==> src/logic/adc_host_pkg.sv <==
// Package: constants and types for the converter host controller
package adc_host_pkg;
   // ****************************************
   // Register map (AXI4-Lite byte addresses)
   // ****************************************
   localparam logic [7:0] CTRL_OFS   = 8'h00;
   localparam logic [7:0] CONFIG_OFS = 8'h04;
   localparam logic [7:0] STATUS_OFS = 8'h08;
   localparam logic [7:0] RESULT_OFS = 8'h0c;
   localparam logic [7:0] ENTRY_OFS  = 8'h10;
   // ****************************************
   // Command codes in CTRL[2:0]
   // ****************************************
   localparam logic [2:0] CMD_CONVERT = 3'h1;
   localparam logic [2:0] CMD_WRITE   = 3'h2;
   localparam logic [2:0] CMD_READBK  = 3'h3;
   localparam logic [2:0] CMD_READ    = 3'h4;
   localparam int CTRL_PD_BIT   = 8;
   localparam int CTRL_CSPD_BIT = 9;
   localparam int CTRL_MODE1_BIT = 10;
   localparam int CTRL_MODE0_BIT = 11;
   // ****************************************
   // Entry / config field positions
   // ****************************************
   localparam int ENT_LAST = 0;
   localparam int ENT_GAIN = 1;
   localparam int ENT_POL  = 2;
   localparam int ENT_CH_LO = 3;
   localparam int ENT_PAIR = 6;
   localparam int ENT_W    = 7;
   localparam int RES_W    = 12;
   // ****************************************
   // Timing, 50 MHz clock
   // ****************************************
   localparam int CLK_NS        = 20;
   localparam int STROBE_LOW_NS = 50;
   localparam int STROBE_HI_NS  = 50;
   localparam int TRIG_HI_NS    = 400;
   localparam logic [4:0] STROBE_LOW_CYC = 5'((STROBE_LOW_NS + CLK_NS - 1) / CLK_NS);
   localparam logic [4:0] STROBE_HI_CYC  = 5'((STROBE_HI_NS + CLK_NS - 1) / CLK_NS);
   // Timer holds a strobe one cycle past its count, so the trigger loads one less
   localparam logic [4:0] TRIG_HI_CYC    = 5'(TRIG_HI_NS / CLK_NS - 1);
   localparam logic [4:0] SETUP_CYC      = 5'h02;
   typedef enum logic [1:0] {AXI_OKAY = 2'b00, AXI_SLVERR = 2'b10} resp_t;
endpackage : adc_host_pkg

==> src/logic/strobe_timer.sv <==
// Down counter giving one-cycle done pulse after a loaded count
`timescale 1ns/1ns
module strobe_timer
   import adc_host_pkg::*;
(
   input  wire logic       core_clk_in,
   input  wire logic       rst_n_in,
   input  wire logic       load_in,
   input  wire logic [4:0] count_in,
   output logic            done_out
);
   logic [4:0] cnt_r;
   logic       run_r;
   always_ff @(posedge core_clk_in)
   begin
      if (!rst_n_in)
      begin
         cnt_r    <= 5'h00;
         run_r    <= 1'b0;
         done_out <= 1'b0;
      end
      else if (load_in)
      begin
         cnt_r    <= count_in;
         run_r    <= 1'b1;
         done_out <= 1'b0;
      end
      else
      begin
         done_out <= run_r && (cnt_r <= 5'h01);
         if (cnt_r <= 5'h01)
            run_r <= 1'b0;
         else
            cnt_r <= cnt_r - 5'h01;
      end
   end
endmodule : strobe_timer

==> src/logic/adc_host_ctrl.sv <==
// Host controller driving the sampling converter pins, commanded over AXI4-Lite
//
// The AXI4-Lite register port and the placing of the registers were decided locally.
`timescale 1ns/1ns
module adc_host_ctrl
   import adc_host_pkg::*;
(
   input  wire logic        core_clk_in,
   input  wire logic        rst_n_in,
   input  wire logic [7:0]  s_axi_awaddr,
   input  wire logic        s_axi_awvalid,
   output logic             s_axi_awready,
   input  wire logic [31:0] s_axi_wdata,
   input  wire logic [3:0]  s_axi_wstrb,
   input  wire logic        s_axi_wvalid,
   output logic             s_axi_wready,
   output logic [1:0]       s_axi_bresp,
   output logic             s_axi_bvalid,
   input  wire logic        s_axi_bready,
   input  wire logic [7:0]  s_axi_araddr,
   input  wire logic        s_axi_arvalid,
   output logic             s_axi_arready,
   output logic [31:0]      s_axi_rdata,
   output logic [1:0]       s_axi_rresp,
   output logic             s_axi_rvalid,
   input  wire logic        s_axi_rready,
   output logic             chip_select_n_out,
   output logic             write_n_out,
   output logic             read_n_out,
   output logic             convert_trigger_n_out,
   output logic             power_down_n_out,
   output logic             mode_pin_zero_out,
   output logic             mode_pin_one_out,
   output logic [2:0]       channel_select_out,
   output logic             pair_select_out,
   output logic             gain_select_out,
   output logic             polarity_select_out,
   input  wire logic [11:0] result_line_in,
   input  wire logic [2:0]  channel_echo_in,
   input  wire logic        pair_flag_in,
   input  wire logic        busy_in
);
   typedef enum {ST_IDLE, ST_SETUP, ST_LOW, ST_HIGH, ST_WAITBUSY} state_t;
   state_t      state_r;
   logic [2:0]  cmd_r;
   logic [15:0] result_r;
   logic [6:0]  entry_r;
   logic        done_r;
   logic [31:0] wdata_r;
   logic [7:0]  awaddr_r;
   logic        aw_have_r;
   logic        w_have_r;
   logic        busy_d_r;
   logic        tmr_load;
   logic [4:0]  tmr_count;
   logic        tmr_done;

   // ****************************************
   // Bus slave decode
   // ****************************************
   wire wr_go      = aw_have_r && w_have_r && !s_axi_bvalid;
   wire wr_ctrl    = wr_go && (awaddr_r == CTRL_OFS) && s_axi_wstrb[0];
   wire wr_config  = wr_go && (awaddr_r == CONFIG_OFS) && s_axi_wstrb[0];
   wire wr_known   = (awaddr_r == CTRL_OFS) || (awaddr_r == CONFIG_OFS);
   wire [2:0] new_cmd = wdata_r[2:0];
   wire start_cmd  = wr_ctrl && (state_r == ST_IDLE) && (new_cmd != 3'h0);
   wire nap_sel    = wdata_r[CTRL_CSPD_BIT] && wdata_r[CTRL_PD_BIT];
   wire rd_go      = s_axi_arvalid && s_axi_arready;
   wire busy_rise  = busy_in && !busy_d_r;
   wire [31:0] status_word = {27'h0, busy_in, done_r, state_r != ST_IDLE,
                              !mode_pin_zero_out && mode_pin_one_out, 1'b0};
   wire [31:0] rd_mux = (s_axi_araddr == CTRL_OFS)   ? {20'h0, mode_pin_zero_out,
                        mode_pin_one_out, !chip_select_n_out, !power_down_n_out,
                        5'h0, cmd_r} :
                        (s_axi_araddr == CONFIG_OFS) ? {25'h0, pair_select_out,
                        channel_select_out, polarity_select_out, gain_select_out, 1'b0} :
                        (s_axi_araddr == STATUS_OFS) ? status_word :
                        (s_axi_araddr == RESULT_OFS) ? {16'h0, result_r} :
                        (s_axi_araddr == ENTRY_OFS)  ? {25'h0, entry_r} : 32'h0;
   wire rd_known = (s_axi_araddr <= ENTRY_OFS) && (s_axi_araddr[1:0] == 2'b00);

   always_ff @(posedge core_clk_in)
   begin
      if (!rst_n_in)
      begin
         s_axi_awready <= 1'b1;
         s_axi_wready  <= 1'b1;
         aw_have_r     <= 1'b0;
         w_have_r      <= 1'b0;
         awaddr_r      <= 8'h00;
         wdata_r       <= 32'h0;
         s_axi_bvalid  <= 1'b0;
         s_axi_bresp   <= AXI_OKAY;
      end
      else
      begin
         if (s_axi_awvalid && s_axi_awready)
         begin
            awaddr_r      <= s_axi_awaddr;
            aw_have_r     <= 1'b1;
            s_axi_awready <= 1'b0;
         end
         if (s_axi_wvalid && s_axi_wready)
         begin
            wdata_r      <= s_axi_wdata;
            w_have_r     <= 1'b1;
            s_axi_wready <= 1'b0;
         end
         if (wr_go)
         begin
            aw_have_r    <= 1'b0;
            w_have_r     <= 1'b0;
            s_axi_bvalid <= 1'b1;
            s_axi_bresp  <= wr_known ? AXI_OKAY : AXI_SLVERR;
         end
         if (s_axi_bvalid && s_axi_bready)
         begin
            s_axi_bvalid  <= 1'b0;
            s_axi_awready <= 1'b1;
            s_axi_wready  <= 1'b1;
         end
      end
   end

   always_ff @(posedge core_clk_in)
   begin
      if (!rst_n_in)
      begin
         s_axi_arready <= 1'b1;
         s_axi_rvalid  <= 1'b0;
         s_axi_rdata   <= 32'h0;
         s_axi_rresp   <= AXI_OKAY;
      end
      else if (rd_go)
      begin
         s_axi_arready <= 1'b0;
         s_axi_rvalid  <= 1'b1;
         s_axi_rdata   <= rd_mux;
         s_axi_rresp   <= rd_known ? AXI_OKAY : AXI_SLVERR;
      end
      else if (s_axi_rvalid && s_axi_rready)
      begin
         s_axi_rvalid  <= 1'b0;
         s_axi_arready <= 1'b1;
      end
   end

   // ****************************************
   // Static pins: config, mode, power-down
   // ****************************************
   always_ff @(posedge core_clk_in)
   begin
      if (!rst_n_in)
      begin
         pair_select_out     <= 1'b0;
         channel_select_out  <= 3'h0;
         polarity_select_out <= 1'b0;
         gain_select_out     <= 1'b1;
         mode_pin_zero_out   <= 1'b1;
         mode_pin_one_out    <= 1'b0;
         power_down_n_out    <= 1'b1;
      end
      else
      begin
         // Values change only while idle so write setup stays honest
         if (wr_config && state_r == ST_IDLE)
         begin
            pair_select_out     <= wdata_r[ENT_PAIR];
            channel_select_out  <= wdata_r[ENT_CH_LO +: 3];
            polarity_select_out <= wdata_r[ENT_POL];
            gain_select_out     <= wdata_r[ENT_GAIN];
         end
         if (wr_ctrl && state_r == ST_IDLE)
         begin
            // Mode pins encoded as the device expects; counter restarts on entry
            mode_pin_one_out  <= wdata_r[CTRL_MODE1_BIT];
            mode_pin_zero_out <= wdata_r[CTRL_MODE0_BIT];
            power_down_n_out  <= !wdata_r[CTRL_PD_BIT];
         end
      end
   end

   // ****************************************
   // Strobe sequencer
   // ****************************************
   wire is_rd_cmd = (cmd_r == CMD_READ) || (cmd_r == CMD_READBK);
   assign tmr_load  = start_cmd || (tmr_done && (state_r == ST_SETUP || state_r == ST_LOW));
   assign tmr_count = start_cmd ? SETUP_CYC :
                      (state_r == ST_SETUP && cmd_r == CMD_CONVERT) ? TRIG_HI_CYC :
                      (state_r == ST_SETUP) ? STROBE_LOW_CYC : STROBE_HI_CYC;

   strobe_timer u_timer
   (
      .core_clk_in (core_clk_in),
      .rst_n_in    (rst_n_in),
      .load_in     (tmr_load),
      .count_in    (tmr_count),
      .done_out    (tmr_done)
   );

   always_ff @(posedge core_clk_in)
   begin
      if (!rst_n_in)
      begin
         state_r               <= ST_IDLE;
         cmd_r                 <= 3'h0;
         chip_select_n_out     <= 1'b1;
         write_n_out           <= 1'b1;
         read_n_out            <= 1'b1;
         convert_trigger_n_out <= 1'b1;
         result_r              <= 16'h0;
         entry_r               <= 7'h0;
         done_r                <= 1'b0;
         busy_d_r              <= 1'b1;
      end
      else
      begin
         busy_d_r <= busy_in;
         if (rd_go && s_axi_araddr == STATUS_OFS)
            done_r <= 1'b0;
         case (state_r)
            ST_IDLE:
            begin
               if (start_cmd)
               begin
                  cmd_r   <= new_cmd;
                  state_r <= ST_SETUP;
                  // Select also chooses nap over sleep during power-down
                  chip_select_n_out <= !(wdata_r[CTRL_CSPD_BIT] || new_cmd != CMD_WRITE);
               end
               else if (wr_ctrl)
               begin
                  // Select level picks nap (low) or sleep (high) while powered down
                  chip_select_n_out <= !nap_sel;
               end
            end
            ST_SETUP:
            begin
               if (tmr_done)
               begin
                  state_r <= ST_LOW;
                  if (cmd_r == CMD_CONVERT)
                     convert_trigger_n_out <= 1'b0;
                  else if (cmd_r == CMD_WRITE)
                     write_n_out <= 1'b0;
                  else
                     read_n_out <= 1'b0;
               end
            end
            ST_LOW:
            begin
               if (tmr_done)
               begin
                  if (is_rd_cmd)
                  begin
                     // Sample before lifting read: bus floats once read is high
                     result_r <= {pair_flag_in, channel_echo_in, result_line_in};
                     entry_r  <= {pair_flag_in, channel_echo_in,
                                  result_line_in[RES_W-1 -: 3]};
                  end
                  convert_trigger_n_out <= 1'b1;
                  write_n_out           <= 1'b1;
                  read_n_out            <= 1'b1;
                  state_r <= (cmd_r == CMD_CONVERT) ? ST_WAITBUSY : ST_HIGH;
               end
            end
            ST_HIGH:
            begin
               if (tmr_done)
               begin
                  chip_select_n_out <= 1'b1;
                  done_r            <= 1'b1;
                  state_r           <= ST_IDLE;
               end
            end
            ST_WAITBUSY:
            begin
               if (busy_rise)
               begin
                  chip_select_n_out <= 1'b1;
                  done_r            <= 1'b1;
                  state_r           <= ST_IDLE;
               end
            end
            default: state_r <= ST_IDLE;
         endcase
      end
   end
endmodule : adc_host_ctrl

==> config.mk <==
export PLATFORM = sky130hd
export DESIGN_NAME = adc_host_ctrl
export DESIGN_NICKNAME = d
export VERILOG_FILES = /design/src/logic/adc_host_pkg.sv /design/src/logic/strobe_timer.sv /design/src/logic/adc_host_ctrl.sv
export SDC_FILE = /design/constraint.sdc
export NUM_CORES = 1
export LEC_CHECK = 0
export ABC_AREA = 1
export ABC_CLOCK_PERIOD_IN_PS = 1750
export BUFFER_PORTS_ARGS = -buffer_cell sky130_fd_sc_hd__buf_2
export CORE_UTILIZATION = 51
export CTS_CLUSTER_SIZE = 8
export DETAILED_ROUTE_END_ITERATION = 8
export PLACE_DENSITY = 0.8
export SYNTH_ARGS = -nofsm -noshare
export SYNTH_HDL_FRONTEND = slang
export SYNTH_SLANG_ARGS = --single-unit
==> constraint.sdc <==
create_clock -name core_clk_in -period 1.75 [get_ports core_clk_in]
set_clock_uncertainty 0.1 [all_clocks]
set_input_delay 0.35 -clock core_clk_in [delete_from_list [all_inputs] [get_ports core_clk_in]]
set_output_delay 0.35 -clock core_clk_in [all_outputs]
set_load 0.02 [all_outputs]
==> results of run 1 <==
synthesized netlist by cell type (2+ instances only):
cell	number	share of area
a21oi_1	30	0.037
a31oi_1	4	0.0062
buf_2	2	0.0025
buf_4	18	0.033
buf_6	2	0.0055
clkbuf_1	12	0.011
clkinv_1	2	0.0018
dfxtp_1	88	0.43
ha_1	2	0.0062
inv_1	51	0.047
inv_2	6	0.0055
nand2_1	107	0.099
nand2_2	2	0.0031
nand3_1	39	0.048
nand3_2	4	0.0099
nand4_1	6	0.0092
nor2_1	118	0.11
nor2_4	2	0.0055
nor3_1	3	0.0037
nor3_2	2	0.0049
o211ai_1	6	0.011
o21a_1	2	0.0037
o21ai_0	43	0.053
o21ai_1	10	0.012
o21ai_2	2	0.0043
layer usage:
| layer | wire length [um] | part of all wire | global-route usage |
|---|---|---|---|
| met1 | 4510 | 0.48 | 0.3244 |
| met2 | 4177 | 0.44 | 0.3750 |
| met3 | 588 | 0.062 | 0.05109 |
| met4 | 178 | 0.019 | 0.08995 |
| met5 | 0 | 0 | 0 |
what timing repair did:
| item | in CTS | in global routing |
|---|---|---|
| endpoints found under the hold margin | 0 | 0 |
| resized for setup | 0 | 1 |
| setup buffers | 0 | 0 |
| endpoints found under the setup margin | 0 | 1 |
flip-flops by register name (all words and copies together), names as in the netlist, 3 cells and up:
register            count
awaddr_r                8
channel_select_out      3
cmd_r                   3
result_r               16
s_axi_rdata            16
state_r                 3
u_timer.cnt_r           5
wdata_r                11
where the power goes:
group / internal (mW) / total [mW] / leakage, nW / switching, mW
combinational: 0.366 / 1.04 / 1.45 / 0.674
clock: 0.748 / 1.49 / 0.106 / 0.739
sequential: 2.14 / 2.24 / 0.719 / 0.100
total: 3.25 / 4.76 / 2.28 / 1.51
tightest hold or removal path: stages:
cell and delay, ns:
buf_2 0.09, inv_1 0.05, nand2_1 0.05
logic make-up (layout without fill, tap and decap cells):
logic type	count (synthesis)	count (layout)	share of synthesized area
AND/OR/NAND/NOR	288	288	0.3054
AO/OA/AOI/OAI	101	101	0.1353
buffers and inverters	95	171	0.1140
flip-flops	88	88	0.4339
adder cells (fa/ha/maj)	2	2	0.006162
XOR/XNOR	2	2	0.004315
other	1	18	0.0009236
worst paths after layout:
path	from	end	slack [ns]	cells after the start
setup / recovery	u_timer.cnt_r[1]$_SDFFE_PN0P_	u_timer.run_r$_SDFFE_PN0P_	0.19	9
hold / removal	busy_in	busy_d_r$_SDFF_PN1_	0.12	3
setup reg to reg	u_timer.cnt_r[1]$_SDFFE_PN0P_	u_timer.run_r$_SDFFE_PN0P_	0.19	9
hold reg to reg	convert_trigger_n_out$_SDFFE_PN1P_	convert_trigger_n_out$_SDFFE_PN1P_	0.37	2
stage by stage:
| step | power, mW | cell area, um^2 |
|---|---|---|
| after detailed placement | 3.304 | 4514 |
| after CTS | 4.771 | 4730 |
| final | 4.765 | 4732 |
| after global placement | 3.265 | 4514 |
| after floorplan | 3.073 | 4124 |
| after global routing | 5.037 | 4732 |
area by class of cell:
| class | instances | area share |
|---|---|---|
| Sequential cell | 88 | 0.3723 |
| Inverter | 60 | 0.04865 |
| Tap cell | 102 | 0.02697 |
| Timing Repair Buffer | 95 | 0.1047 |
| Clock inverter | 5 | 0.01348 |
| Clock buffer | 11 | 0.03199 |
| Multi-Input combinational cell | 411 | 0.4019 |
cells in the final DEF, fill, tap and decap left out, types with 2 or more instances in the layout:
cell type	n
a21oi_1	30
a31oi_1	4
buf_2	87
buf_4	8
clkbuf_8	11
clkinv_1	2
clkinv_4	2
conb_1	18
dfxtp_1	88
ha_1	2
inv_1	51
inv_2	6
inv_6	2
nand2_1	106
nand2_2	3
nand3_1	39
nand3_2	4
nand4_1	6
nor2_1	118
nor2_4	2
nor3_1	3
nor3_2	2
o211ai_1	6
o21a_1	2
o21ai_0	43
o21ai_1	10
o21ai_2	2
==> qor.csv, run 1 <==
stage;metric;value;unit
sta;fin_crit_sh;0.8940;
detailed_routing;drt-vias-per-instance;5.066;
setup_path;crit_path_end_kind;flip-flop;
setup_path;crit_fanout;6;
placed_design;pre_cts_ws;0.03672;ns
detailed_routing;wl;9455;um
global_routing;antenna_found_initial;0;
detailed_routing;wl_per_cell;12.25;um
worst_hold_path;hold_path.class;in2reg;
detailed_routing;drt_drc_violations_left;0;
floorplan;core;7727;um^2
layout;num-nets-final;743;
placed_design;port_buffers;87;
floorplan;num_rows;32;
job;cap_violations;0;
setup_path;crit_chain;inv_1, ha_1, inv_1, nand2_1, nand3_1, inv_1, nor2_1, o21ai_0, inv_1;
layout;final_cells;772;
detailed_routing;dr_total_vias;3911;
logic_synthesis;synth-edff-count;0;
placed_design;hpwl;7265;um
sta;setup_tns;0;ns
sta;rsz0062_at_grt;no;
clocking;clock_path_buffers;2;
layout;nFillCells;718;
layout;antennaDiodeCount;0;
logic_synthesis;synthArstFlopShare;0;
sta;hold-worst-slack;0.1168;ns
setup_path;cp_slowest_cell;dfxtp_1;
global_routing;overflow;0;
clocking;cts_root_buf;clkbuf_8;
clocking;path_clk_slew;0.09;ns
floorplan;die_y;91.23;um
floorplan;io_pins;130;
setup_path;start_kind;flip-flop;
layout;area_delta_synth_final;16.55;%
logic_synthesis;ys_seq_area_frac;0.4339;
logic_synthesis;synth_cell_type_count;39;
sta;period_needed;1.564;ns
clocking;postCtsHoldBufs;0;
floorplan;die_x;91.23;um
layout;seq_area;1762;um^2
global_routing;grt_pass1_wl;15930;um
floorplan;die_area;8322;um^2
detailed_routing;drt_iter0_drc;249;
clocking;htreeDepth;3;
setup_path;worstSetupPathType;reg2reg;
sta;setup_viol;0;
global_routing;grt_pass1_vias;3526;
setup_path;worstPathArrival;1.72;ns
power_and_ir_drop;ir_drop;0.5525;mV
setup_path;path_buf_inv;4;
layout;final_util;0.6124;
layout;multi_input_area;1902;um^2
logic_synthesis;ys_seq_elements;88;
clocking;cts_tree;built;
setup_path;cp_common_cell;inv_1;
logic_synthesis;synth_flop_cell;dfxtp_1;
power_and_ir_drop;power_leakage;2.277;nW
clocking;cts_buffers;9;
setup_path;cpPeakStageDelay;0.32;ns
sta;finalWorstSetupSlack;0.1856;ns
global_routing;grt_use_total;0.2397;
status;status;complete, no violations;
logic_synthesis;synth_area_per_cell;7.037;um^2
sta;hold_violations;0;
clocking;worstSkewPairLatency;0.36;ns
global_routing;grt_max_degree;49;
sta;max_freq;639.2;MHz
logic_synthesis;yosys_warnings;0;
power_and_ir_drop;power_density;1007;nW/um^2
setup_path;crit_family;buffers and inverters;
clocking;clock_sinks;88;
layout;drive_gt1_frac;0.2030;
placed_design;dp_cells;756;
detailed_routing;firstDrtPassIters;6;
detailed_routing;ant_nets;0;
floorplan;start_util;0.5254;
setup_path;required;1.91;ns
logic_synthesis;syn_area;4060;um^2
placed_design;routabilityCongestion;0.9101;
logic_synthesis;syn_inst;577;
sta;drv_slew;0;
Power figures use the tool's default switching activity.
==> run 2: changes to the inputs <==
--- a/config.mk
+++ b/config.mk
@@ -9,6 +9,7 @@
 export ABC_CLOCK_PERIOD_IN_PS = 1750
 export BUFFER_PORTS_ARGS = -buffer_cell sky130_fd_sc_hd__buf_2
 export CORE_UTILIZATION = 51
+export CTS_BUF_LIST = sky130_fd_sc_hd__clkbuf_16
 export CTS_CLUSTER_SIZE = 8
 export DETAILED_ROUTE_END_ITERATION = 8
 export PLACE_DENSITY = 0.8
==> run 2 against run 1 <==
Effect of this change: the run now ends with DRC left; sequential share of layout area is 0.63 points lower; sequential power is essentially flat; first-iteration DRC count is 0.40% higher; critical path depth stayed put; worst hold slack better by 0.027 ns; final cell count stayed put; setup slack worse by 0.011 ns; register-to-register slack hardly changed; non-clock buffer count stayed put; count of clock-buffer cells in the layout shrank 2; critical endpoint unchanged; highest routed layer unchanged.
==> qor.csv, run 2 (same netlist as run 1, synthesis figures left out) <==
stage;metric;value;unit;change
power_and_ir_drop;ir_drop;0.6349;mV;+15%
global_routing;overflow;0;;unchanged
setup_path;r2r-start;u_timer.cnt_r[1]$_SDFFE_PN0P_;;
floorplan;core;7727;um^2;unchanged
setup_path;worstSetupPathType;reg2reg;;
floorplan;num_rows;32;;unchanged
floorplan;start_util;0.5254;;unchanged
sta;fin_crit_sh;0.9002;;+0.006207
sta;period_needed;1.575;ns;+0.01086 ns
detailed_routing;wl;9536;um;+0.86%
setup_path;required;1.87;ns;-0.04 ns
clocking;post_cts_resized;0;;unchanged
power_and_ir_drop;power_density;1078;nW/um^2;+7.0%
clocking;path_clk_slew;0.06;ns;-0.03 ns
global_routing;grt_pass1_wl;16140;um;+1.3%
setup_path;r2r_slack;0.17;ns;about the same
clocking;cts_buffers;9;;unchanged
detailed_routing;ant_nets;0;;unchanged
layout;top_regs;result_r (16), s_axi_rdata (16), wdata_r (11);;
clocking;htreeDepth;3;;unchanged
sta;max_freq;634.8;MHz;-0.69%
detailed_routing;drt_iter0_drc;250;;+0.40%
clocking;cts_root_buf;clkbuf_16;;
floorplan;io_pins;130;;unchanged
placed_design;routabilityCongestion;0.9101;;unchanged
floorplan;die_y;91.23;um;unchanged
clocking;cts_tree;built;;
placed_design;place_area;4514;um^2;unchanged
global_routing;grt_use_total;0.2426;;+0.002858
detailed_routing;drt-vias-per-instance;5.003;;-1.3%
detailed_routing;drt_drc_violations_left;1;;+1
status;violations;DRC;;
clocking;post_cts_buffers;0;;unchanged
sta;rsz0062_at_grt;no;;
clocking;worstSkewPairLatency;0.33;ns;-0.03 ns
layout;nFillCells;707;;-1.5%
global_routing;grt_pass1_vias;3533;;+0.20%
floorplan;die_area;8322;um^2;unchanged
worst_hold_path;whs_path_depth;3;;unchanged
global_routing;grt_max_degree;49;;unchanged
placed_design;port_buffers;87;;unchanged
clocking;postCtsHoldBufs;0;;unchanged
worst_hold_path;worstHoldStart;busy_in;;
layout;antennaDiodeCount;0;;unchanged
clocking;clock_sinks;88;;unchanged
detailed_routing;dr_total_vias;3862;;-1.3%
layout;drive_gt1_frac;0.2000;;-0.002985
status;status;finished with violations;;
setup_path;crit_fanout;6;;unchanged
clocking;clock_path_buffers;2;;unchanged
power_and_ir_drop;total_power;5.187;mW;+8.9%
layout;fin_area;4813;um^2;+1.7%
setup_path;worstPathArrival;1.70;ns;-0.02 ns
worst_hold_path;hold_path.class;in2reg;;
floorplan;die_x;91.23;um;unchanged
setup_path;start_kind;flip-flop;;
setup_path;r2r-end;u_timer.run_r$_SDFFE_PN0P_;;
detailed_routing;wl_per_cell;12.35;um;+0.86%
placed_design;hpwl;7265;um;unchanged
sta;drv_slew;0;;unchanged
sta;setup_viol;0;;unchanged
global_routing;antenna_found_initial;0;;unchanged
layout;area_delta_synth_final;18.55;%;
power_and_ir_drop;power_leakage;2.312;nW;+1.5%
job;cap_violations;0;;unchanged
sta;hold_violations;0;;unchanged
setup_path;reg2regPathDepth;9;;unchanged
worst_hold_path;hold_path_end;busy_d_r$_SDFF_PN1_;;
detailed_routing;firstDrtPassIters;6;;unchanged
layout;final_common_cell;nor2_1;;
layout;num-nets-final;743;;unchanged
layout;layout_common_cells;nor2_1, nand2_1, dfxtp_1, buf_2, inv_1;;
sta;setup_tns;0;ns;unchanged
setup_path;crit_path_end_kind;flip-flop;;
run 2: cell count changes in the layout (fill, tap and decap cells not counted):
| cell | before | now |
|---|---|---|
| clkbuf_16 | 0 | 9 |
| clkinv_1 | 2 | 4 |
| clkbuf_8 | 11 | 0 |
run 2: cell type report:
cell class	count	area, um^2	area share
clock buffers	9	225.2	0.04679
clock inverters	7	71.32	0.01482
inverters	60	230.2	0.04783
multi-input cells	411	1902	0.3951
flip-flops and latches	88	1762	0.3660
well taps	102	127.6	0.02651
repair buffers	95	495.5	0.1029
run 2: per-stage QoR:
stage	worst slack [ns]	cells	utilization	hold slack, ns
floorplan	0.3810	594	-	0.3321
global placement	0.07606	756	0.5842	0.3437
detailed placement	0.03672	756	0.5842	0.3579
CTS	0.1609	772	0.6226	0.1390
global route	0.02857	772	0.6229	0.1571
finish	0.1747	772	0.6229	0.1439
run 2: where the power goes:
part	switching (mW)	internal, mW	total (mW)	leakage (nW)
clock network	0.786	1.11	1.89	0.141
registers	0.0998	2.14	2.24	0.719
logic	0.689	0.366	1.05	1.45
run 2: worst max path at each step:
stage	startpoint	end	slack, ns	depth (start not counted)
4_1_cts	state_r[1]$_SDFFE_PN0P_	u_timer.cnt_r[3]$_SDFFE_PN0P_	0.16	8
5_1_grt	awaddr_r[5]$_SDFFE_PN0P_	cmd_r[2]$_SDFFE_PN0P_	0.03	7
2_1_floorplan	s_axi_araddr[5]	s_axi_rdata[2]$_SDFFE_PN0P_	0.38	8
3_3_place_gp	s_axi_araddr[5]	s_axi_rdata[4]$_SDFFE_PN0P_	0.08	9
6_report	u_timer.cnt_r[1]$_SDFFE_PN0P_	u_timer.run_r$_SDFFE_PN0P_	0.17	9
3_5_place_dp	s_axi_araddr[5]	s_axi_rdata[4]$_SDFFE_PN0P_	0.04	9
run 2: routing by layer:
layer / wire [um] / vias to the layer above / GRT usage
met2: 4330 / 120 / 0.3813
met3: 523 / 16 / 0.04858
li1: - / 1997 / -
met5: 0 / - / 0
met1: 4497 / 1729 / 0.3291
met4: 185 / 0 / 0.08995
run 2: worst max-delay path, stage by stage, from the launching register on:
cell and delay [ns]:
dfxtp_1 0.31, inv_1 0.10, ha_1 0.17, inv_1 0.05, nand2_1 0.05, nand3_1 0.19, inv_1 0.18, nor2_1 0.06
o21ai_0 0.20, inv_1 0.06
==> run 3: changes to the inputs <==
--- a/config.mk
+++ b/config.mk
@@ -8,6 +8,7 @@
 export ABC_AREA = 1
 export ABC_CLOCK_PERIOD_IN_PS = 1750
 export BUFFER_PORTS_ARGS = -buffer_cell sky130_fd_sc_hd__buf_2
+export CORE_ASPECT_RATIO = 2
 export CORE_UTILIZATION = 51
 export CTS_BUF_LIST = sky130_fd_sc_hd__clkbuf_16
 export CTS_CLUSTER_SIZE = 8
==> run 3 against run 2 <==
Effect of this change: the run now ends clean; design area up 0.99%; first-iteration DRC count fell by 13%; count of clock-buffer cells in the layout did not move; sequential power about the same; die area rose by 0.26%; combinational power is essentially flat; global-route usage grew 0.75 points; worst hold slack improved by 0.0097 ns; clock power grew 12%; via count is 1.8% higher.
==> qor.csv, run 3 (same netlist as run 1, synthesis figures left out) <==
stage;metric;value;unit;change
status;status;complete, no violations;;
layout;final_cells;764;;-1.0%
detailed_routing;wl_per_cell;12.80;um;+3.6%
sta;drv_slew;0;;unchanged
layout;drive_gt1_frac;0.2030;;+0.002985
sta;period_needed;1.603;ns;+0.02778 ns
layout;area_delta_synth_final;19.72;%;
sta;finalWorstSetupSlack;0.1469;ns;-0.02778 ns
floorplan;die_area;8343;um^2;+0.26%
detailed_routing;dr_total_vias;3933;;+1.8%
sta;setup_tns;0;ns;unchanged
sta;setup_viol;0;;unchanged
floorplan;start_util;0.5302;;+0.004808
sta;max_freq;623.8;MHz;-1.7%
detailed_routing;firstDrtPassIters;6;;unchanged
clocking;htreeDepth;3;;unchanged
layout;layout_common_cells;nor2_1, nand2_1, dfxtp_1, buf_2, inv_1;;
setup_path;cp_slowest_cell;dfxtp_1;;
setup_path;crit_chain;inv_1, nand2_2, o21ai_2, a21oi_2, nand2_4, o21ai_0, nor2_1;;
sta;fin_crit_sh;0.9160;;+0.01588
job;cap_violations;0;;unchanged
placed_design;port_buffers;87;;unchanged
global_routing;grt_pass1_vias;3718;;+5.2%
clocking;worstSkewPairLatency;0.35;ns;+0.02 ns
setup_path;start_kind;flip-flop;;
global_routing;grt_use_total;0.2500;;+0.007459
clocking;cts_buffers;9;;unchanged
detailed_routing;drt_drc_violations_left;0;;-1
clocking;clock_path_buffers;2;;unchanged
floorplan;core;7657;um^2;-0.91%
setup_path;path_buf_inv;1;;-3
clocking;cts_tree;built;;
detailed_routing;drt_iter0_drc;218;;-13%
clocking;postCtsHoldBufs;0;;unchanged
power_and_ir_drop;power_leakage;2.350;nW;+1.7%
sta;rsz0062_at_grt;no;;
placed_design;pre_cts_ws;0.02354;ns;-0.01319 ns
layout;antennaDiodeCount;0;;unchanged
clocking;cts_root_buf;clkbuf_16;;
floorplan;die_y;128.2;um;+41%
setup_path;required;1.87;ns;about the same
detailed_routing;wl;9777;um;+2.5%
setup_path;crit_family;compound AO/OA/AOI/OAI gates;;
clocking;path_clk_slew;0.06;ns;about the same
power_and_ir_drop;power_density;1115;nW/um^2;+3.5%
floorplan;die_x;65.09;um;-29%
detailed_routing;drt-vias-per-instance;5.148;;+2.9%
clocking;clock_sinks;88;;unchanged
setup_path;worstPathArrival;1.73;ns;+0.03 ns
detailed_routing;ant_nets;0;;unchanged
layout;top_regs;result_r (16), s_axi_rdata (16), wdata_r (11);;
floorplan;io_pins;130;;unchanged
layout;final_common_cell;nor2_1;;
global_routing;antenna_found_initial;0;;unchanged
global_routing;grt_max_degree;63;;+29%
worst_hold_path;hold_path.class;in2reg;;
clocking;post_cts_buffers;0;;unchanged
setup_path;crit_path_end_kind;flip-flop;;
floorplan;num_rows;45;;+41%
placed_design;hpwl;7360;um;+1.3%
setup_path;cpPeakStageDelay;0.43;ns;+0.12 ns
setup_path;worstSetupPathType;reg2reg;;
placed_design;dp_cells;750;;-0.79%
global_routing;overflow;0;;unchanged
placed_design;routabilityCongestion;0.9171;;+0.77%
global_routing;grt_pass1_wl;16100;um;-0.22%
power_and_ir_drop;ir_drop;0.8165;mV;+29%
layout;num-nets-final;745;;+0.27%
setup_path;crit_fanout;17;;+11
sta;hold_violations;0;;unchanged
[run 3: report_power, final]
| part | total, mW | switching [mW] | internal (mW) |
|---|---|---|---|
| Clock | 2.12 | 0.747 | 1.37 |
| Sequential | 2.24 | 0.0990 | 2.14 |
| Combinational | 1.06 | 0.694 | 0.370 |
| Total | 5.42 | 1.54 | 3.88 |
[run 3: layer usage]
metal / vias to the layer above / track usage / wire length, um
met4: 0 / 0.1266 / 279
met1: 1783 / 0.2700 / 3870
met5: - / 0 / 0
met2: 130 / 0.4430 / 5120
met3: 25 / 0.05783 / 506
li1: 1995 / - / -
[run 3: layout make-up]
class                   instances  area (um^2)
fillers                       722         2796
multi-input cells             411         1904
flip-flops and latches         88         1762
repair buffers                 97        523.0
inverters                      60        230.2
clock buffers                   9        225.2
well taps                      94        117.6
clock inverters                 5        98.84
[run 3: repair_timing]
item,4_1_cts,5_1_grt
endpoints found under the setup margin,0,4
gates resized for setup,0,2
endpoints found under the hold margin,0,0
[run 3: tightest hold or removal path, stage by stage]
cell and delay, ns:
buf_2 0.07, o21ai_0 0.07, nor2_1 0.08
[run 3: stage by stage]
stage | cell area, um^2 | util | hold slack, ns | power, mW
floorplan | 4124 | - | 0.3321 | 3.073
global placement | 4532 | 0.5918 | 0.3396 | 3.276
detailed placement | 4532 | 0.5918 | 0.3470 | 3.319
CTS | 4856 | 0.6342 | 0.1504 | 5.431
global route | 4861 | 0.6348 | 0.1702 | 5.681
finish | 4861 | 0.6348 | 0.1536 | 5.421
[run 3: path summary, 6_finish.rpt]
| path | from | endpoint | slack (ns) | depth (start not counted) |
|---|---|---|---|---|
| hold reg to reg | read_n_out$_SDFFE_PN1P_ | read_n_out$_SDFFE_PN1P_ | 0.36 | 2 |
| setup reg to reg | cmd_r[0]$_SDFFE_PN0P_ | result_r[9]$_SDFFE_PN0P_ | 0.15 | 7 |
| hold / removal | s_axi_awaddr[4] | awaddr_r[4]$_SDFFE_PN0P_ | 0.15 | 3 |
| setup / recovery | cmd_r[0]$_SDFFE_PN0P_ | result_r[9]$_SDFFE_PN0P_ | 0.15 | 7 |
